[src/bdr_pkg.sv]
// Constants and state type for the background debug register block.
package bdr_pkg;

  localparam logic [15:0] ADDR_CMD       = 16'hFF00;
  localparam logic [15:0] ADDR_STATUS    = 16'hFF01;
  localparam logic [15:0] ADDR_SHIFT_HI  = 16'hFF02;
  localparam logic [15:0] ADDR_SHIFT_LO  = 16'hFF03;
  localparam logic [15:0] ADDR_HOLD_HI   = 16'hFF04;
  localparam logic [15:0] ADDR_HOLD_LO   = 16'hFF05;
  localparam logic [15:0] ADDR_CCR_SAVE  = 16'hFF06;
  localparam logic [15:0] DBG_ROM_FIRST  = 16'hFF20;

  // Command register bit positions.
  localparam int CMD_HW_BIT      = 7;
  localparam int CMD_DATA_BIT    = 6;
  localparam int CMD_READ_BIT    = 5;
  localparam int CMD_BGREQ_BIT   = 4;
  localparam int CMD_WORD_BIT    = 3;
  localparam int CMD_MAPSEL_BIT  = 2;
  localparam int CMD_EXIT_LSB    = 3;
  localparam int CMD_TARGET_REGISTER_FIELD_LSB    = 0;

  // Status register bit positions.
  localparam int ST_PERMIT_BIT   = 7;
  localparam int ST_ACTIVE_BIT   = 6;
  localparam int ST_TAG_BIT      = 5;
  localparam int ST_SDV_BIT      = 4;
  localparam int ST_TRACE_BIT    = 3;

  localparam logic [7:0] BG_CMD_CODE     = 8'h90;
  localparam logic [1:0] EXIT_NONE       = 2'h0;
  localparam logic [1:0] EXIT_RESUME     = 2'h1;
  localparam logic [1:0] EXIT_STEP       = 2'h2;
  localparam logic [1:0] EXIT_TAG_RESUME = 2'h3;
  localparam logic [2:0] TARGET_REGISTER_FIELD_NEXT       = 3'h2;
  localparam logic [2:0] TARGET_REGISTER_FIELD_PC         = 3'h3;

  localparam logic [1:0] MODE_OFF        = 2'h0;
  localparam logic [1:0] MODE_SWI_DUAL   = 2'h1;
  localparam logic [1:0] MODE_BG_FULL    = 2'h2;
  localparam logic [1:0] MODE_BG_DUAL    = 2'h3;

  localparam logic [9:0] IDLE_CYCLES     = 10'h200;
  localparam logic [7:0] RESET_BYTE      = 8'h00;

  typedef struct packed {
    logic        pin_s1;
    logic        pin_s2;
    logic        pin_prev;
    logic [9:0]  idle_cnt;
    logic [7:0]  cmd;
    logic        permit;
    logic        active;
    logic        tag_en;
    logic        shifter_valid_flag;
    logic        trace;
    logic [15:0] shifter;
    logic [15:0] hold;
    logic [7:0]  condition_code_reg;
    logic [7:0]  rdata;
    logic        hit;
    logic        rom_sel;
    logic        resume;
    logic        step;
    logic        software_interrupt;
    logic        brk;
    logic        tag;
    logic        tag_swi;
  } bdr_state_t;

endpackage

[src/bdr_debug_regs.sv]
// Background debug register set with breakpoint mode logic.
`timescale 1ns/1ps
module bdr_debug_regs (
  input  wire logic        ref_clk_in,
  input  wire logic        rst_in,
  input  wire logic        debug_serial_pin_in,
  input  wire logic [15:0] bus_addr_in,
  input  wire logic [7:0]  bus_wdata_in,
  input  wire logic        bus_wr_in,
  input  wire logic        bus_rd_in,
  input  wire logic        hw_cmd_valid_in,
  input  wire logic [7:0]  hw_cmd_in,
  input  wire logic        hw_shift_valid_in,
  input  wire logic [15:0] hw_shift_data_in,
  input  wire logic        hw_addr_valid_in,
  input  wire logic [15:0] hw_addr_in,
  input  wire logic        bg_enter_in,
  input  wire logic [7:0]  cpu_ccr_in,
  input  wire logic        cpu_cycle_in,
  input  wire logic        cpu_fetch_in,
  input  wire logic        cpu_read_in,
  input  wire logic [15:0] cpu_addr_in,
  input  wire logic [15:0] cpu_data_in,
  input  wire logic        tag_exec_in,
  input  wire logic        mode_select_hi_in,
  input  wire logic        mode_select_lo_in,
  input  wire logic        program_break_select_in,
  input  wire logic        data_compare_enable_in,
  input  wire logic        high_byte_mask_in,
  input  wire logic        low_byte_mask_in,
  input  wire logic        first_low_addr_enable_in,
  input  wire logic        second_low_addr_enable_in,
  input  wire logic [1:0]  rw_compare_value_in,
  input  wire logic [1:0]  rw_compare_enable_in,
  input  wire logic [15:0] bkpt_addr_in,
  input  wire logic [15:0] bkpt_data_in,
  output logic [7:0]       rd_data_out,
  output logic             rd_hit_out,
  output logic             rom_sel_out,
  output logic [7:0]       command_out,
  output logic [15:0]      shifter_out,
  output logic [7:0]       ccr_restore_out,
  output logic             debug_active_out,
  output logic             resume_out,
  output logic             single_step_out,
  output logic             software_interrupt_out,
  output logic             bdm_break_out,
  output logic             tag_fetch_out,
  output logic             tag_swi_out
);
  import bdr_pkg::*;

  bdr_state_t q;
  bdr_state_t d;

  logic       fall;
  logic       map_en;
  logic       cmd_ok;
  logic       fw_cmd;
  logic       hw_bg;
  logic [1:0] mode;
  logic       bp0;
  logic       bp1;
  logic       rw0;
  logic       rw1;
  logic       dmatch;
  logic       tag_hit;
  logic       brk_hit;
  logic       enter;

  // Upper byte always compared; the low byte only when its enable is set.
  function automatic logic addr_match(input logic [15:0] a, input logic [15:0] r,
                                      input logic low_en);
    addr_match = (a[15:8] == r[15:8]) && (!low_en || (a[7:0] == r[7:0]));
  endfunction

  function automatic logic reg_at(input logic en, input logic [15:0] a,
                                  input logic [15:0] off);
    reg_at = en && (a == off);
  endfunction

  assign fall   = q.pin_prev & ~q.pin_s2;
  assign map_en = q.active | (q.cmd[CMD_HW_BIT] & q.cmd[CMD_MAPSEL_BIT]);
  assign cmd_ok = hw_cmd_valid_in & ~q.tag_en;
  assign fw_cmd = cmd_ok & ~hw_cmd_in[CMD_HW_BIT] & q.active;
  assign hw_bg  = cmd_ok & (hw_cmd_in == BG_CMD_CODE);
  assign mode   = {mode_select_hi_in, mode_select_lo_in};

  assign bp0    = addr_match(cpu_addr_in, bkpt_addr_in, first_low_addr_enable_in);
  assign bp1    = data_compare_enable_in &
                  addr_match(cpu_addr_in, bkpt_data_in, second_low_addr_enable_in);
  assign rw0    = ~rw_compare_enable_in[0] | (cpu_read_in == rw_compare_value_in[0]);
  assign rw1    = ~rw_compare_enable_in[1] | (cpu_read_in == rw_compare_value_in[1]);
  assign dmatch = (high_byte_mask_in | (cpu_data_in[15:8] == bkpt_data_in[15:8])) &
                  (low_byte_mask_in | (cpu_data_in[7:0] == bkpt_data_in[7:0]));

  // Compare results per mode; the direction and mask controls that a mode ignores
  // simply never reach its term.
  always_comb begin
    tag_hit = 1'h0;
    brk_hit = 1'h0;
    case (mode)
      MODE_SWI_DUAL: begin
        tag_hit = cpu_fetch_in & (bp0 | bp1);
      end
      MODE_BG_FULL: begin
        if (program_break_select_in) begin
          tag_hit = cpu_fetch_in & bp0;
        end else begin
          brk_hit = cpu_cycle_in & bp0 & rw0 & (~data_compare_enable_in | dmatch);
        end
      end
      MODE_BG_DUAL: begin
        if (program_break_select_in) begin
          tag_hit = cpu_fetch_in & (bp0 | bp1);
        end else begin
          brk_hit = cpu_cycle_in & ((bp0 & rw0) | (bp1 & rw1));
        end
      end
      default: begin
        tag_hit = 1'h0;
        brk_hit = 1'h0;
      end
    endcase
    if (q.active) begin
      tag_hit = 1'h0;
      brk_hit = 1'h0;
    end
  end

  // The permit gate covers every entry path, breakpoints included, so a break taken
  // without permit cannot loop through the debug ROM.
  assign enter = ~q.active & q.permit &
                 (bg_enter_in | hw_bg | brk_hit | (tag_exec_in & (mode != MODE_SWI_DUAL)));

  always_comb begin
    d          = q;
    d.pin_s1   = debug_serial_pin_in;
    d.pin_s2   = q.pin_s1;
    d.pin_prev = q.pin_s2;
    d.resume   = 1'h0;
    d.step     = 1'h0;
    d.software_interrupt      = 1'h0;
    d.brk      = 1'h0;
    d.tag      = 1'h0;
    d.hit      = 1'h0;
    d.rdata    = RESET_BYTE;

    // Idle watchdog on host edges; it saturates so it clears once per idle spell.
    if (fall) begin
      d.idle_cnt = 10'h000;
    end else if (q.idle_cnt != IDLE_CYCLES) begin
      d.idle_cnt = q.idle_cnt + 10'h001;
    end
    if (!fall && (q.idle_cnt == IDLE_CYCLES - 10'h001)) begin
      d.cmd = RESET_BYTE;
    end

    // Register reads; the map gate keeps user memory visible otherwise.
    if (bus_rd_in && reg_at(map_en, bus_addr_in, bus_addr_in)) begin
      case (bus_addr_in)
        ADDR_CMD:      begin d.hit = 1'h1; d.rdata = q.cmd; end
        ADDR_STATUS:   begin
          d.hit = 1'h1;
          d.rdata[ST_PERMIT_BIT] = q.permit;
          d.rdata[ST_ACTIVE_BIT] = q.active;
          d.rdata[ST_TAG_BIT]    = q.tag_en;
          d.rdata[ST_SDV_BIT]    = q.shifter_valid_flag;
          d.rdata[ST_TRACE_BIT]  = q.trace;
        end
        ADDR_SHIFT_HI: begin d.hit = 1'h1; d.rdata = q.shifter[15:8]; end
        ADDR_SHIFT_LO: begin
          d.hit = 1'h1;
          d.rdata = q.shifter[7:0];
          d.shifter_valid_flag = 1'h0;
        end
        ADDR_HOLD_HI:  begin d.hit = 1'h1; d.rdata = q.hold[15:8]; end
        ADDR_HOLD_LO:  begin d.hit = 1'h1; d.rdata = q.hold[7:0]; end
        ADDR_CCR_SAVE: begin d.hit = 1'h1; d.rdata = q.condition_code_reg; end
        default:       begin d.hit = 1'h0; d.rdata = RESET_BYTE; end
      endcase
    end
    d.rom_sel = (bus_rd_in | bus_wr_in) & map_en & (bus_addr_in >= DBG_ROM_FIRST);

    // Bus writes first so hardware updates below override them in the same cycle.
    if (bus_wr_in) begin
      if (reg_at(map_en, bus_addr_in, ADDR_CMD)) begin
        d.cmd = bus_wdata_in;
      end
      if (reg_at(map_en, bus_addr_in, ADDR_STATUS)) begin
        d.permit = bus_wdata_in[ST_PERMIT_BIT];
        d.shifter_valid_flag    = bus_wdata_in[ST_SDV_BIT];
        d.trace  = bus_wdata_in[ST_TRACE_BIT];
      end
      if (reg_at(map_en, bus_addr_in, ADDR_SHIFT_HI)) begin
        d.shifter[15:8] = bus_wdata_in;
      end
      if (reg_at(map_en, bus_addr_in, ADDR_SHIFT_LO)) begin
        d.shifter[7:0] = bus_wdata_in;
      end
      if (reg_at(map_en, bus_addr_in, ADDR_CCR_SAVE)) begin
        d.condition_code_reg = bus_wdata_in;
      end
    end

    if (cmd_ok) begin
      d.cmd = hw_cmd_in;
      if (hw_cmd_in[CMD_HW_BIT] && (hw_cmd_in != BG_CMD_CODE)) begin
        d.cmd[CMD_BGREQ_BIT] = 1'h0;
      end
    end
    if (hw_shift_valid_in) begin
      d.shifter = hw_shift_data_in;
      d.shifter_valid_flag     = 1'h1;
    end
    if (hw_addr_valid_in) begin
      d.hold = hw_addr_in;
    end

    // Firmware exit field; register field 010 and 011 are carried in command_out.
    if (fw_cmd) begin
      case (hw_cmd_in[CMD_EXIT_LSB +: 2])
        EXIT_RESUME: begin
          d.active = 1'h0;
          d.resume = 1'h1;
        end
        EXIT_STEP: begin
          d.active = 1'h0;
          d.step   = 1'h1;
          d.trace  = 1'h1;
        end
        EXIT_TAG_RESUME: begin
          d.active = 1'h0;
          d.resume = 1'h1;
          d.tag_en = 1'h1;
        end
        default: begin
          d.active = q.active;
        end
      endcase
    end

    if (enter) begin
      d.active = 1'h1;
      d.tag_en = 1'h0;
      d.condition_code_reg    = cpu_ccr_in;
    end

    d.brk     = brk_hit & q.permit;
    d.tag     = tag_hit;
    d.tag_swi = (mode == MODE_SWI_DUAL);
    d.software_interrupt     = tag_exec_in & (mode == MODE_SWI_DUAL) & ~q.active;
  end

  always_ff @(posedge ref_clk_in or posedge rst_in) begin
    if (rst_in) begin
      q <= '0;
    end else begin
      q <= d;
    end
  end

  assign rd_data_out            = q.rdata;
  assign rd_hit_out             = q.hit;
  assign rom_sel_out            = q.rom_sel;
  assign command_out            = q.cmd;
  assign shifter_out            = q.shifter;
  assign ccr_restore_out        = q.condition_code_reg;
  assign debug_active_out       = q.active;
  assign resume_out             = q.resume;
  assign single_step_out        = q.step;
  assign software_interrupt_out = q.software_interrupt;
  assign bdm_break_out          = q.brk;
  assign tag_fetch_out          = q.tag;
  assign tag_swi_out            = q.tag_swi;
endmodule // bdr_debug_regs

[config.mk]
export PLATFORM = sky130hd
export DESIGN_NAME = bdr_debug_regs
export DESIGN_NICKNAME = d
export VERILOG_FILES = /design/src/bdr_pkg.sv /design/src/bdr_debug_regs.sv
export SDC_FILE = /design/constraint.sdc
export NUM_CORES = 1
export LEC_CHECK = 0
export BUFFER_PORTS_ARGS = -buffer_cell sky130_fd_sc_hd__buf_4
export CORE_MARGIN = 5
export CORE_UTILIZATION = 30
export DETAILED_ROUTE_END_ITERATION = 6
export GPL_ROUTABILITY_DRIVEN = 0
export HOLD_SLACK_MARGIN = 0.08
export PLACE_DENSITY = 0.66
export SLEW_MARGIN = 20
export SYNTH_ARGS = -nofsm -noshare
export SYNTH_HDL_FRONTEND = slang
export SYNTH_SLANG_ARGS = --single-unit
[constraint.sdc]
create_clock -name ref_clk_in -period 2.4 [get_ports ref_clk_in]
set_input_delay 0.12 -clock ref_clk_in [delete_from_list [all_inputs] [get_ports ref_clk_in]]
set_output_delay 0.12 -clock ref_clk_in [all_outputs]
set_load 0.01 [all_outputs]
# Word level (Yosys, flattened, before mapping)
# Index checks and enable logic that the tools add are counted.
# word_totals
inputBits,161
regBits,82
out_inout_bits,49
# op_classes
mux,40
eq_ne,26
n_lt_le_gt_ge,1
bitwise_logic,43
add_sub_neg,1
reduce_logical,33
# ops
op,n
"16-bit == test, second input constant",7
8-bit 2-to-1 mux,8
8-bit == test,6
5-bit case mux with 7 select lines,1
1-bit bitwise AND,24
10-bit 2-to-1 mux,2
1-bit 2-to-1 mux,18
18-bit 2-to-1 mux,1
9-bit 2-to-1 mux,2
3-bit case mux with 6 select lines,1
2-bit nonzero test,9
"16-bit greater-or-equal comparator, second input constant",1
16-bit 2-to-1 mux,1
1-bit OR,12
2-bit AND reduction,6
"10-bit by 1-bit adder with 10-bit output, second input constant",1
"10-bit by 9-bit == test with 1-bit output, second input constant",1
1-bit logical AND,10
"10-bit != test, second input constant",1
"2-bit == test, second input constant",4
"8-bit == test, second input constant",1
2-bit 2-to-1 mux,4
"8-bit != test, second input constant",1
1-bit inverter,7
other kinds (10),15

# Logic depth before layout (Yosys ltp)
# Gate-level depths: netlist of run 1.
# logic_depth
ltp_word,15
depth_mapped,9
mapped_depth_nobuf,7

# Worst setup path before layout of run 1
# OpenSTA, ideal clock, no wires.
# synth_timing
kind,reg2reg
startpoint,"reg q, in the netlist debug_active_out"
endpoint,"reg q, in the netlist ccr_restore_out[0]"
required_ns,2.273
synth_period_minus_slack_ns,2.184
slack_ns,0.216
stages_incl_launch_ff,7
arrival_ns,2.056
cell_sequence,dfrtp_1 > clkbuf_1 > a21o_1 > nand2_1 > nor4_4 > mux2_2 > mux2_1
# synth_via
elab_chain_len,6
# synth_rtl
element,line_no,rtl
start: declaration,bdr_debug_regs.sv:53,bdr_state_t q;
start signal: assignment,bdr_debug_regs.sv:257,q <= '0;
start signal: assignment,bdr_debug_regs.sv:259,q <= d;
1-bit 2-to-1 mux,bdr_debug_regs.sv:125,if (q.active) begin
1-bit OR (2 in series),bdr_debug_regs.sv:134,(bg_enter_in | hw_bg | brk_hit | (tag_exec_in & (mode != MODE_SWI_DUAL)));
1-bit bitwise AND,bdr_debug_regs.sv:133,assign enter = ~q.active & q.permit &
2-bit nonzero test (no source line),n/a,
2-bit AND reduction (no source line),n/a,
# Several ways; a longest one is shown, not always the timed one.
# A chain may end at the register's enable or synchronous reset.

==> flow_metrics.py, run 1 <==
metrics = {
    "setup_path": {
        "cpPeakStageDelay_ps": 570,
        "crit_path_start": "q[69]",
        "start_kind": "register",
        "cp_slowest_cell": "dlygate4sd3_1",
        "path_depth": 7,
        "worst-setup-path-type": "reg -> reg",
        "end_kind": "register",
        "crit_arrival_ps": 2420,
        "cp_common_cell": "nand3_1",
        "cp_max_fo": 8,
        "rrSetupSlack_ps": 190,
        "worstPathRequired_ps": 2610,
        "cp-endpoint": "command_out[0]",
        "critPathTopFamily": "simple AND/OR/NAND/NOR gates",
        "reg2reg_from": "q[69]",
        "path_cells": "ha_1 -> nand3_1 -> nor2_1 -> nand2_1 -> nand3_1 -> a31oi_1 -> dlygate4sd3_1",
        "worst-path-buf-inv": 1,
        "timing.rr.end": "command_out[0]",
        "ff2ff_path_depth": 7,
    },
    "job": {
        "cap_viol_max_count": 0,
    },
    "floorplanning": {
        "pin_count": 210,
        "die_y_um": 137,
        "die_area_mm2": 0.0188,
        "initial_core_util_pct": 30.5,
        "core_area_mm2": 0.0159,
        "fp-row-count": 46,
        "fp.dieW_um": 137,
    },
    "logic_synthesis": {
        "synthArstFlopShare_pct": 100,
        "syn_inst": 508,
        "synthTopCellsByArea": "dfrtp_1 42%, xnor2_1 9.2%, buf_4 6.2%, mux2_2 6.0%, nand2_1 4.4%",
        "ys_types": 44,
        "muxShareOfSynthArea_pct": 9.13,
        "avgSynthCellArea_um2": 9.55,
        "synth_xor_area_share_pct": 10.3,
        "synth_top_area_cell": "dfrtp_1",
        "synth-seq-cells": 82,
        "synth_top_area_share_pct": 42.3,
        "synthFlopType": "dfrtp_1",
        "synth_area_mm2": 0.00485,
        "synth_compound_area_share_pct": 11.1,
        "synth_top_family_by_area": "simple AND/OR/NAND/NOR gates",
        "synth_fa_ha_area_share_pct": 0.516,
        "synth-simple-area-share_pct": 18.5,
        "ys_seq_area_share_pct": 42.3,
        "yosys_warnings": 0,
        "synth_nets": 671,
        "synth-edff-count": 0,
    },
    "clock_network": {
        "clk_latency_ps": 340,
        "clock_path_buffers": 2,
        "ctsRootBufferMaster": "clkbuf_16",
        "cts_setup_buffers": 0,
        "numCtsBuffers": 9,
        "path_clk_slew_ps": 60,
        "h-tree-depth": 3,
        "clkSinkCount": 82,
        "cts_tree": "done",
    },
    "timing": {
        "post-route-min-period_ps": 2210,
        "drv_slew": 0,
        "setup_tns_ps": 0,
        "slew_headroom_pct": 61.2,
        "fin_skew_ps": 9.91,
        "rsz0062_at_grt": "no",
        "setup_viol": 0,
        "finalCritPeriodShare_pct": 92.0,
        "max_freq_mhz": 453,
        "hold_violations": 0,
        "tightestPinTransition_ps": 581,
    },
    "pwr": {
        "p_per_area_mw_per_mm2": 512,
        "p_leak_nw": 3.33,
        "irDropWorstVdd_mv": 0.251,
    },
    "finish": {
        "syn_to_final_growth_pct": 50.2,
        "drive_gt1_share_pct": 37.0,
        "final_common_cell": "buf_4",
        "final_cell_count_no_fill": 959,
        "diodes": 0,
        "final_cell_mix": "222 x buf_4, 82 x dfrtp_1, 57 x nand2_1",
        "final_nets": 901,
        "postLayoutCoreUtil_pct": 45.8,
    },
    "drt": {
        "vias": 4597,
        "wl_per_cell_um": 17.2,
        "antenna_left": 0,
        "drc_errors": 0,
        "drtIter0Drc": 287,
        "wl_mm": 16.5,
        "drt_pass1_iterations": 5,
        "viasPerCell": 4.79,
    },
    "run_status": {
        "outcome": "finished, final reports clean",
    },
    "grt": {
        "grt_max_degree": 53,
        "overflow": 0,
        "track_usage_pct": 17.4,
        "antenna_found_initial": 0,
        "grt_pass1_vias": 4845,
        "grt_pass1_wl_mm": 25.2,
    },
    "place": {
        "hpwl_mm": 13.2,
        "dp_cells": 890,
        "io_buffers": 209,
    },
    "min_path": {
        "min-delay-start": "bus_wdata_in[6]",
        "hold_path.class": "in -> reg",
    },
}
[area by class of cell]
type                    instances  area (um2)
repair buffers                276        2220
clock inverters                 5        60.1
well taps                     216         270
clock buffers                  11         253
multi-input cells             362        2400
inverters                       7        27.5
flip-flops and latches         82        2050
fillers                      1533        8600
[cell usage after synthesis (5+ instances only)]
cell,number
xor2_1,6
nor4_1,5
a22oi_1,6
clkbuf_1,13
mux2_1,8
mux2_2,26
mux2i_1,6
inv_1,7
nand3_1,19
dfrtp_1,82
xnor2_1,51
a21oi_1,34
nand2_1,57
buf_4,40
nand4_1,13
nor3_1,6
nor2_1,38
a31oi_1,10
o21ai_0,26
a222oi_1,5
[kinds of logic after synthesis]
kind of cell / after synthesis
compound gates: 91
xor+xnor: 57
fa+ha+maj: 2
buf+inv: 64
flops: 82
mux: 40
simple gates: 172
[worst register-to-register path: stages, from the launching register on]
cell and delay, ps:
dfrtp_1 400, ha_1 210, nand3_1 120, nor2_1 270
nand2_1 280, nand3_1 160, a31oi_1 90, dlygate4sd3_1 570
[per-layer routing]
metal | track usage (%) | part of all wire, % | wire (um)
met5 | 0 | 0 | 0
met3 | 4.56 | 7.1 | 1180
met1 | 21.3 | 41 | 6800
met2 | 29.6 | 49 | 8100
met4 | 5.88 | 2.4 | 394
[power breakdown]
group / switching, W / internal (W) / total (W)
Sequential: 0.0000875 / 0.00147 / 0.00156
Clock: 0.000560 / 0.000866 / 0.00143
Combinational: 0.000307 / 0.000435 / 0.000742
Total: 0.000954 / 0.00277 / 0.00373
[sequential cells by signal, summed over array words and instances, names as in the netlist]
signal / cells
q: 31
shifter_out: 16
ccr_restore_out: 8
command_out: 8
rd_data_out: 8
d: 2
bdm_break_out: 1
debug_active_out: 1
rd_hit_out: 1
resume_out: 1
rom_sel_out: 1
single_step_out: 1
software_interrupt_out: 1
tag_fetch_out: 1
tag_swi_out: 1
[timing repair]
action / in CTS / in global routing
setup endpoints to repair: 0 / 0
endpoints found under the hold margin: 82 / 0
hold buffers: 53 / 0
gates resized for setup: 0 / 0
[worst min path at each step]
stage	slack, ps	to	cells past startpoint
6_report	90	command_out[6]	3
5_1_grt	90	command_out[5]	3
4_1_cts	80	command_out[6]	3
3_5_place_dp	200	q[24]	2
3_3_place_gp	200	q[24]	2
2_1_floorplan	150	d[80]	0
[through the flow]
step / worst slack (ps) / power, W / area, um2 / hold WS (ps)
after CTS: 218 / 0.00376 / 7280 / 81.4
after detailed placement: 309 / 0.00226 / 6440 / 198
after global placement: 317 / 0.00225 / 6440 / 200
after floorplan: 172 / 0.00191 / 4850 / 151
after global routing: 6.12 / 0.00389 / 7280 / 91.9
final: 192 / 0.00373 / 7280 / 86.2
Power figures use the tool's default switching activity.
==> inputs of run 2 (changes only) <==
--- a/config.mk
+++ b/config.mk
@@ -6,12 +6,13 @@
 export NUM_CORES = 1
 export LEC_CHECK = 0
 export BUFFER_PORTS_ARGS = -buffer_cell sky130_fd_sc_hd__buf_4
+export CORE_ASPECT_RATIO = 1.25
 export CORE_MARGIN = 5
-export CORE_UTILIZATION = 30
+export CORE_UTILIZATION = 48
 export DETAILED_ROUTE_END_ITERATION = 6
 export GPL_ROUTABILITY_DRIVEN = 0
 export HOLD_SLACK_MARGIN = 0.08
-export PLACE_DENSITY = 0.66
+export PLACE_DENSITY = 0.92
 export SLEW_MARGIN = 20
 export SYNTH_ARGS = -nofsm -noshare
 export SYNTH_HDL_FRONTEND = slang
==> run 2 against run 1 <==
Setup slack got worse by 46 ps. Global-route usage is 12 points higher. Total power grew 3.0%. Sequential share of layout area grew 0.24 points. First-iteration DRC count up 83%. Critical endpoint unchanged. Largest cell class unchanged.
==> flow_metrics.py, run 2 (synthesis results as in run 1) <==
metrics = {
    "grt": {
        "overflow": 0,
        "antenna_found_initial": 2,
        "grt_pass1_wl_mm": 27.9,
        "track_usage_pct": 29.8,
        "grt_max_degree": 48,
        "grt_pass1_vias": 5421,
    },
    "setup_path": {
        "worst-path-buf-inv": 2,
        "path_cells": "buf_4 -> nor4_2 -> nand3_2 -> or4_4 -> nor2_1 -> nand2_2 -> nand3_1 -> a31oi_1 -> dlygate4sd3_1",
        "timing.rr.end": "command_out[0]",
        "cp_max_fo": 8,
        "end_kind": "register",
        "critPathTopFamily": "simple AND/OR/NAND/NOR gates",
        "cp_slowest_cell": "dlygate4sd3_1",
        "worst-setup-path-type": "in -> reg",
        "reg2reg_from": "q[69]",
        "start_kind": "input port",
        "crit_arrival_ps": 2480,
        "rrSetupSlack_ps": 170,
        "cpPeakStageDelay_ps": 560,
        "worstPathRequired_ps": 2630,
        "ff2ff_path_depth": 7,
    },
    "place": {
        "dp_cells": 799,
        "hpwl_mm": 13.1,
        "io_buffers": 209,
    },
    "pwr": {
        "irDropWorstVdd_mv": 0.311,
        "p_leak_nw": 3.34,
        "p_per_area_mw_per_mm2": 532,
    },
    "timing": {
        "slew_headroom_pct": 41.4,
        "rsz0062_at_grt": "no",
        "tightestPinTransition_ps": 873,
        "setup_viol": 0,
        "max_freq_mhz": 444,
        "fin_skew_ps": 14.8,
        "hold_violations": 0,
        "setup_tns_ps": 0,
        "finalCritPeriodShare_pct": 93.9,
        "post-route-min-period_ps": 2250,
        "drv_slew": 0,
    },
    "finish": {
        "final_common_cell": "buf_4",
        "final_nets": 903,
        "registers.top_by_ff_count": "q",
        "final_cell_mix": "220 x buf_4, 82 x dfrtp_1, 57 x dlygate4sd3_1",
        "ff_latch_area_mm2": 0.00205,
        "drive_gt1_share_pct": 37.0,
        "largest_register_ffs": 31,
        "fillCellCount": 651,
        "multi_input_comb_area_mm2": 0.00241,
        "final_cell_count_no_fill": 875,
        "syn_to_final_growth_pct": 48.9,
    },
    "floorplanning": {
        "pin_count": 210,
        "fp-row-count": 41,
        "die_y_um": 122,
        "fp.dieW_um": 99.9,
        "initial_core_util_pct": 48.5,
        "die_area_mm2": 0.0122,
        "core_area_mm2": 0.0100,
    },
    "clock_network": {
        "clkSinkCount": 82,
        "path_clk_slew_ps": 60,
        "clk_latency_ps": 350,
        "cts_tree": "done",
        "h-tree-depth": 3,
        "clock_path_buffers": 2,
        "ctsRootBufferMaster": "clkbuf_16",
        "numCtsBuffers": 9,
    },
    "drt": {
        "drtIter0Drc": 526,
        "wl_per_cell_um": 20.9,
        "antenna_left": 0,
        "vias": 5089,
        "drt_pass1_iterations": 7,
        "viasPerCell": 5.82,
        "drc_errors": 0,
        "wl_mm": 18.3,
    },
    "min_path": {
        "holdPathEnd": "command_out[5]",
        "holdPathStages": 3,
        "hold_path.class": "in -> reg",
        "min-delay-start": "hw_cmd_in[5]",
    },
    "run_status": {
        "outcome": "finished, final reports clean",
    },
    "job": {
        "cap_viol_max_count": 0,
    },
}
-- run 2: cell count changes in the layout (fill, tap and decap cells not counted), sizes merged --
cell,previous run,this run
clkinv,3,4
clkinvlp,1,0
inv,7,6
bufinv,1,2
diode,0,2
dlygate4sd3,53,57
clkbuf,11,10
buf,223,221
-- run 2: per-layer routing --
metal / GRT usage [%] / wire length (um)
met3: 7.05 / 1670
met4: 19.6 / 1210
met2: 52.8 / 9540
met1: 31.1 / 5860
met5: 0 / 0
-- run 2: per-stage QoR --
| stage | hold slack, ps | util [%] | cell area (um2) | total power [W] | setup slack, ps |
|---|---|---|---|---|---|
| detailed placement | 226 | 63.0 | 6300 | 0.00226 | 174 |
| global route | 99.4 | 72.2 | 7220 | 0.00398 | 11.4 |
| global placement | 218 | 63.0 | 6300 | 0.00223 | 283 |
| finish | 90.2 | 72.2 | 7220 | 0.00384 | 146 |
| floorplan | 151 | - | 4850 | 0.00191 | 172 |
| CTS | 80.2 | 71.8 | 7180 | 0.00382 | 80.4 |
-- run 2: final cells by class --
cell class              count  area share (%)
diodes                      2          0.0693
repair buffers            278            31.1
flip-flops and latches     82            28.4
clock buffers              10            3.31
clock inverters             5            1.09
well taps                 129            2.24
multi-input cells         362            33.4
inverters                   7           0.381
-- run 2: report_power, final --
group	leakage, nW	switching [W]	internal [W]
Combinational	2.14	0.000338	0.000442
Clock	0.158	0.000566	0.000932
Sequential	1.04	0.0000908	0.00147
-- run 2: repair_timing --
item	CTS	global route
setup buffers	0	2
gates resized for setup	0	3
endpoints found under the setup margin	0	4
hold buffers	56	1
endpoints found under the hold margin	86	1
-- run 2: worst min-delay path, cell delays in order --
cell	delay (ps)
buf_4	120
nor2_1	100
a31oi_1	50
-- run 2: worst max path at each step --
| stage | depth (start not counted) | to | start | slack (ps) |
|---|---|---|---|---|
| finish | 9 | command_out[0] | bus_addr_in[4] | 150 |
| detailed placement | 7 | ccr_restore_out[4] | bus_addr_in[0] | 170 |
| global placement | 7 | ccr_restore_out[6] | bus_addr_in[0] | 280 |
| floorplan | 1 | bdm_break_out | rst_in | 170 |
| CTS | 9 | command_out[6] | bus_addr_in[4] | 80 |
| global route | 7 | command_out[0] | q[69] | 10 |
